[config.mk]
export PLATFORM = sky130hd
export DESIGN_NAME = lesr_top
export DESIGN_NICKNAME = d
export VERILOG_FILES = /design/src/rtl/lesr_pkg.sv /design/src/rtl/lesr_rx_seq.sv /design/src/rtl/lesr_top.sv
export SDC_FILE = /design/constraint.sdc
export NUM_CORES = 1
export LEC_CHECK = 0
export BUFFER_PORTS_ARGS = -buffer_cell sky130_fd_sc_hd__buf_4
export CAP_MARGIN = 0
export CELL_PAD_IN_SITES_DETAIL_PLACEMENT = 2
export CELL_PAD_IN_SITES_GLOBAL_PLACEMENT = 2
export CORE_MARGIN = 2
export CORE_UTILIZATION = 27
export CTS_CLUSTER_DIAMETER = 120
export DETAILED_ROUTE_END_ITERATION = 8
export PLACE_DENSITY = 0.84
export SETUP_SLACK_MARGIN = 0.3
export SKIP_LAST_GASP = 1
export SYNTH_ARGS = -nofsm -noshare
export SYNTH_HDL_FRONTEND = slang
export SYNTH_HIERARCHICAL = 1
export SYNTH_SLANG_ARGS = --single-unit
[constraint.sdc]
create_clock -name clk -period 4.2 [get_ports clk]
set_input_delay 0.84 -clock clk [delete_from_list [all_inputs] [get_ports clk]]
set_output_delay 0.84 -clock clk [all_outputs]
set_load 0.02 [all_outputs]
[src/rtl/lesr_pkg.sv]
// package of constants and carriers for the link event status register block
// Function
// - attention flag set on unrecoverable error
// - attention flag set on significant host event
// - attention raise loads reason code register
// - transmit acknowledged flag on far-end acknowledgement
// - message received needs validity and sequence match
// - message received only if receive memory ready
// - payload written to memory before flag
// - sequence counter incremented, ack queued first
// - ack carried in next transmitted unit
// - reason register eight bits holds cause code
package lesr_pkg;
  // ****************************************
  // register map
  // ****************************************
  localparam logic [7:0] LESR_OFF_STATUS = 8'h00;
  localparam logic [7:0] LESR_OFF_REASON = 8'h04;
  localparam logic [7:0] LESR_OFF_CTRL = 8'h08;
  localparam logic [7:0] LESR_OFF_BSN = 8'h0C;
  localparam int LESR_BIT_ATTENTION_FLAG = 5;
  localparam int LESR_BIT_XMA = 6;
  localparam int LESR_BIT_MESSAGE_RECEIVED_FLAG = 7;
  localparam int LESR_CTRL_RXRDY = 0;
  localparam logic [7:0] LESR_STATUS_RST = 8'h00;
  localparam logic [7:0] LESR_REASON_RST = 8'h00;
  localparam logic [6:0] LESR_BSN_RST = 7'h7F;
  localparam logic [1:0] LESR_HTRANS_NONSEQ = 2'h2;
  localparam logic [2:0] LESR_HSIZE_WORD = 3'h2;

  // ****************************************
  // carriers
  // ****************************************
  typedef struct packed {
    logic valid;   // unit passed minimum checks
    logic [6:0] fsn;
  } lesr_rxmsu_s;

  typedef struct packed {
    logic attnErr;
    logic attnEvent;
    logic [7:0] code;
  } lesr_attention_flag_s;
endpackage : lesr_pkg

[src/rtl/lesr_rx_seq.sv]
// receive sequence checker and payload store sequencing
`timescale 1ns/1ps
`default_nettype none
module lesr_rx_seq (
  input wire logic clk,
  input wire logic rst_n,
  input wire lesr_pkg::lesr_rxmsu_s rxMsu,
  input wire logic rxReady,
  input wire logic storeDone,
  input wire logic txSuStart,
  output logic storeReq,
  output logic msuEvent,
  output logic [6:0] bsnCount,
  output logic ackPending
);
  import lesr_pkg::*;

  // ****************************************
  // state
  // ****************************************
  typedef enum logic [2:0] {
    LESR_IDLE = 3'b001,
    LESR_STORE = 3'b010,
    LESR_DONE = 3'b100
  } lesr_state_e;

  lesr_state_e state_q, state_d;
  logic [6:0] bsn_q, bsn_d;
  logic ack_q, ack_d;
  logic store_q, store_d;
  logic evt_q, evt_d;

  // next state
  always_comb begin
    state_d = state_q;
    bsn_d = bsn_q;
    ack_d = ack_q;
    store_d = 1'b0;
    evt_d = 1'b0;
    if (txSuStart) begin
      ack_d = 1'b0;
    end
    case (state_q)
      LESR_IDLE: begin
        if (rxMsu.valid && rxReady && rxMsu.fsn == 7'(bsn_q + 7'h01)) begin
          store_d = 1'b1;
          state_d = LESR_STORE;
        end
      end
      LESR_STORE: begin
        if (storeDone) begin
          state_d = LESR_DONE;
        end
      end
      LESR_DONE: begin
        bsn_d = 7'(bsn_q + 7'h01);
        ack_d = 1'b1;
        evt_d = 1'b1;
        state_d = LESR_IDLE;
      end
      default: state_d = LESR_IDLE;
    endcase
  end

  // registers
  always_ff @(posedge clk) begin
    if (!rst_n) begin
      state_q <= LESR_IDLE;
      bsn_q <= LESR_BSN_RST;
      ack_q <= 1'b0;
      store_q <= 1'b0;
      evt_q <= 1'b0;
    end else begin
      state_q <= state_d;
      bsn_q <= bsn_d;
      ack_q <= ack_d;
      store_q <= store_d;
      evt_q <= evt_d;
    end
  end

  assign storeReq = store_q;
  assign msuEvent = evt_q; // same cycle as counter/ack update
  assign bsnCount = bsn_q;
  assign ackPending = ack_q;
endmodule : lesr_rx_seq
`default_nettype wire

[src/rtl/lesr_top.sv]
// link event status register with ahb-lite slave
//
// Implementation choices: the AHB-Lite register port and the placing of the registers.
`timescale 1ns/1ps
`default_nettype none
module lesr_top (
  input wire logic clk,
  input wire logic rst_n,
  input wire logic hsel,
  input wire logic [7:0] haddr,
  input wire logic [1:0] htrans,
  input wire logic hwrite,
  input wire logic [2:0] hsize,
  input wire logic [31:0] hwdata,
  input wire logic hready,
  output logic [31:0] hrdata,
  output logic hreadyout,
  output logic hresp,
  input wire lesr_pkg::lesr_attention_flag_s attnIn,
  input wire logic xmitAck,
  input wire lesr_pkg::lesr_rxmsu_s rxMsu,
  input wire logic storeDone,
  input wire logic txSuStart,
  output logic storeReq,
  output logic ackPending,
  output logic [6:0] bsnCount,
  output logic attentionFlag
);
  import lesr_pkg::*;

  // ****************************************
  // bus address phase
  // ****************************************
  logic wrEn_q, wrEn_d, rdEn_q, rdEn_d;
  logic [7:0] addr_q, addr_d;
  logic [7:0] status_q, status_d;
  logic [7:0] reason_q, reason_d;
  logic rxReady_q, rxReady_d;
  logic [31:0] rdata_q, rdata_d;
  logic msuEvent;
  logic attnRaise;

  lesr_rx_seq u_rx (
    .clk(clk),
    .rst_n(rst_n),
    .rxMsu(rxMsu),
    .rxReady(rxReady_q),
    .storeDone(storeDone),
    .txSuStart(txSuStart),
    .storeReq(storeReq),
    .msuEvent(msuEvent),
    .bsnCount(bsnCount),
    .ackPending(ackPending)
  );

  // capture address phase and event updates
  always_comb begin
    logic take;
    take = hsel && hready && htrans == LESR_HTRANS_NONSEQ;
    wrEn_d = take && hwrite;
    rdEn_d = take && !hwrite;
    addr_d = take ? haddr : addr_q;
    rdata_d = rdata_q;
    if (take && !hwrite) begin
      case (haddr)
        LESR_OFF_STATUS: rdata_d = {24'h000000, status_q};
        LESR_OFF_REASON: rdata_d = {24'h000000, reason_q};
        LESR_OFF_CTRL: rdata_d = {31'h00000000, rxReady_q};
        LESR_OFF_BSN: rdata_d = {25'h0000000, bsnCount};
        default: rdata_d = 32'h00000000;
      endcase
    end
    // ctrl write arms receive memory
    rxReady_d = rxReady_q;
    if (wrEn_q && addr_q == LESR_OFF_CTRL) begin
      rxReady_d = hwdata[LESR_CTRL_RXRDY];
    end
    // status write-one clears; a set in the same cycle wins
    status_d = status_q;
    if (wrEn_q && addr_q == LESR_OFF_STATUS) begin
      status_d = status_q & ~hwdata[7:0];
    end
    attnRaise = attnIn.attnErr || attnIn.attnEvent;
    if (attnRaise) begin
      status_d[LESR_BIT_ATTENTION_FLAG] = 1'b1;
    end
    if (xmitAck) begin
      status_d[LESR_BIT_XMA] = 1'b1;
    end
    if (msuEvent) begin
      status_d[LESR_BIT_MESSAGE_RECEIVED_FLAG] = 1'b1;
    end
    status_d[4:0] = 5'h00;
    reason_d = attnRaise ? attnIn.code : reason_q;
  end

  // registers
  always_ff @(posedge clk) begin
    if (!rst_n) begin
      wrEn_q <= 1'b0;
      rdEn_q <= 1'b0;
      addr_q <= 8'h00;
      rdata_q <= 32'h00000000;
      status_q <= LESR_STATUS_RST;
      reason_q <= LESR_REASON_RST;
      rxReady_q <= 1'b0;
    end else begin
      wrEn_q <= wrEn_d;
      rdEn_q <= rdEn_d;
      addr_q <= addr_d;
      rdata_q <= rdata_d;
      status_q <= status_d;
      reason_q <= reason_d;
      rxReady_q <= rxReady_d;
    end
  end

  // zero wait state, always okay
  assign hreadyout = 1'b1;
  assign hresp = 1'b0;
  assign hrdata = rdata_q;
  assign attentionFlag = status_q[LESR_BIT_ATTENTION_FLAG];
endmodule : lesr_top
`default_nettype wire

==> out/summary.log <==
INFO  placed_design  dp_hpwl=4620um
INFO  worst_setup_path worstPathRequired=4.37ns
INFO  placed_design  port_buffers=57
INFO  yosys          synthArstFlopShare=0%
INFO  timing         tns=0ns
INFO  worst_setup_path worst_path_max_delay_cell=buf_4
INFO  drt            drt_pre_antenna_iters=4
INFO  grt            globalRouteOverflowTotal=0
INFO  drt            antenna_violating_nets_post_route=0
INFO  yosys          post-synth-top-area-cell=dfxtp_1
INFO  clocking       cts_hold_buf=0
INFO  layout         nNetsFinal=368
INFO  worst_setup_path critPathKind=in2reg
INFO  die            core_area=8130um2
INFO  yosys          synth-edff-count=0
INFO  worst_setup_path cp-end-kind=register
INFO  worst_setup_path critical_path.max_fanout=44
INFO  die            initial_core_util=27.6%
INFO  worst_setup_path cp.buffers_inverters=1
INFO  die            design.die.area=9070um2
INFO  layout         n_fill_cell=922
INFO  timing         setup_violations=0
INFO  timing         rsz0062_at_grt=no
INFO  grt            groute.usage.overall=13.7%
INFO  yosys          synth_seq_area_share=37.4%
INFO  layout         antennaDiodeCount=0
INFO  clocking       cts_tree=built
INFO  clocking       clk_transition_reported_paths=0.08ns
INFO  clocking       numCtsBuffers=5
INFO  power          power=780uW
INFO  clocking       cts.sinks=42
INFO  layout         flow.area_growth_from_synthesis=21.5%
INFO  timing         report.final.slew_viol_count=0
INFO  yosys          synth.cell_area=2250um2
INFO  die            top_level_ports=115
INFO  placed_design  place.gp.congestion=0.750
INFO  yosys          yosys_warning_total=6
INFO  clocking       post_cts.resized_instances=0
INFO  power          power.leakage=0.00117uW
INFO  yosys          synth_area_leaders=dfxtp_1 37%, buf_4 9.0%, nand2_1 6.7%
INFO  yosys          synth_largest_type_area_fraction=37.4%
INFO  timing         worst_clock_skew=0.00259ns
INFO  timing         max_freq=0.460GHz
INFO  placed_design  placed_cells=394
INFO  worst_setup_path cp-start-kind=input port
INFO  power          power.ir.vdd_worst=0.116mV
INFO  die            floorplan.rows=33
INFO  grt            grt_antenna_before_repair=0
INFO  worst_setup_path critPathMaxStageDelay=0.38ns
INFO  worst_setup_path critical_path_arrival=2.34ns
INFO  timing         finalHoldViolations=0
INFO  yosys          ys_dominant_reg_cell=dfxtp_1
INFO  yosys          postSynthRegisterBits=42
INFO  timing         max_slew_margin=60.6%
INFO  clocking       ctsRootBufferMaster=clkbuf_8
INFO  drt            drtIter0Drc=42
INFO  drt            drcViolationCount=0
INFO  layout         layout.cell_area.non_filler=2730um2
INFO  timing         worst_slew_pin_slew=0.589ns
INFO  grt            grt_max_degree=45
INFO  layout         post_layout_nonfiller_instances=400
INFO  layout         mostFrequentLayoutCell=buf_4
INFO  yosys          ys_types=47
INFO  yosys          syn-mean-instance-area=9.25um2
INFO  yosys          synthCells=243
INFO  die            dieHeight=95.2um
INFO  clocking       cts_htree_levels=2
INFO  layout         fraction_of_layout_cells_with_a_size_suffix_above_1=28.8%
INFO  timing         period_needed=2.18ns
INFO  layout         layout_common_cells=58 x buf_4, 42 x dfxtp_1, 40 x nand2_1
INFO  timing         final.period_utilization=51.8%
INFO  die            chipWidth=95.2um
INFO  drt            vias=1831
INFO  grt            number_of_global_route_vias_before_repair=1933
INFO  grt            grt_pass1_wl=9540um
INFO  drt            drt-total-wl=6030um
INFO  power          power.density=285nW/um2
INFO  clocking       cts_max_path_buffers=2
INFO  worst_setup_path cp_cell_sequence=buf_4 -> nand4b_1 -> nor3b_1 -> o2111ai_2 -> nor4_4 -> nor2_1
INFO  outcome        outcome=complete, no violations
INFO  min_path       worstHoldPathType=reg2reg
INFO  worst_setup_path critPathTopFamily=simple AND/OR/NAND/NOR gates
INFO  placed_design  place_area=2650um2
INFO  clocking       postCtsSetupRepairBufs=0
INFO  clocking       clk_latency=0.29ns
INFO  drt            post_drt_wl_per_cell=15.1um
INFO  run            drv.max_cap_violation_count=0
INFO  drt            vias_per_cell=4.58
==> metrics by stage <==
stage	util [%]	worst slack, ns	hold WS, ns
2_1_floorplan	-	2.24	0.427
3_3_place_gp	32.6	1.76	0.438
3_5_place_dp	32.6	1.75	0.452
4_1_cts	33.6	2.03	0.462
5_1_grt	33.6	1.89	0.488
6_report	33.6	2.02	0.454
==> cell families (layout without fill, tap and decap cells) <==
| kind of cell | Yosys count | in the layout | synth area share [%] |
|---|---|---|---|
| adder cells (fa/ha/maj) | 1 | 1 | 0.557 |
| other | 2 | 26 | 0.334 |
| AO/OA/AOI/OAI | 54 | 54 | 18.5 |
| XOR/XNOR | 13 | 13 | 5.07 |
| buffers and inverters | 39 | 67 | 11.9 |
| AND/OR/NAND/NOR | 82 | 82 | 21.5 |
| flip-flops | 42 | 42 | 37.4 |
| multiplexers | 10 | 10 | 4.68 |
==> worst reg2reg max path: cells and delay by family, from the launching register on <==
kind            cells  cell delay (ns)
simple gates        3             0.73
flops               1             0.50
fa+ha+maj           1             0.31
xor+xnor            1             0.19
compound gates      1             0.17
==> registers in the layout, indices dropped and copies added, names as in the netlist <==
signal           flops
u_rx/msuEvent        1
u_rx/storeReq        1
u_rx/ackPending      1
reason_q             8
rxReady_q            1
hrdata               8
u_rx/state_q         3
u_rx/bsnCount        7
status_q             3
wrEn_q               1
addr_q               8
==> routing by layer <==
| layer | track usage (%) | routed length (um) | up-vias |
|---|---|---|---|
| li1 | - | - | 893 |
| met1 | 17.3 | 2670 | 881 |
| met2 | 23.9 | 2990 | 53 |
| met3 | 3.00 | 334 | 4 |
| met4 | 3.26 | 34 | 0 |
| met5 | 0 | 0 | - |
==> synthesized netlist by cell type (2+ instances only) <==
master / n
xor2_1: 5
o211ai_2: 8
and2_1: 3
a31oi_1: 3
a22oi_1: 2
mux2i_1: 6
nand4_2: 2
a21oi_1: 5
conb_1: 2
mux2_1: 2
xnor2_1: 8
o21ai_1: 6
nor4_4: 2
buf_2: 3
or2_1: 2
a21o_1: 2
nand4_1: 2
nor3b_1: 3
clkbuf_1: 4
buf_4: 27
nand2b_1: 4
o21ai_0: 6
and3_1: 6
dfxtp_1: 42
inv_1: 3
buf_6: 2
nor2b_1: 3
nor2_1: 6
nand2_1: 40
mux2_2: 2
a21boi_1: 16
==> power by group <==
group / total (uW) / switching, uW / leakage [uW] / internal (uW)
clock: 263 / 136 / 0.0000431 / 127
combinational: 106 / 62.4 / 0.000781 / 43.3
sequential: 411 / 5.35 / 0.000341 / 406
==> final timing paths <==
check                    from              end  slack [ns]  cells past startpoint
max                     rst_n  u_rx/state_q[0]        2.02                      6
min               reason_q[6]      reason_q[6]        0.45                      2
max reg2reg  u_rx/bsnCount[0]  u_rx/state_q[0]        2.18                      6
min reg2reg       reason_q[6]      reason_q[6]        0.45                      2
==> cell type report <==
class	count	area (um2)	area share (%)
flip-flops and latches	42	841	30.8
repair buffers	58	435	15.9
well taps	105	131	4.81
multi-input cells	186	1230	45.0
inverters	3	11.3	0.412
clock buffers	6	82.6	3.02
Note: power is estimated with default switching activity, not from simulation.
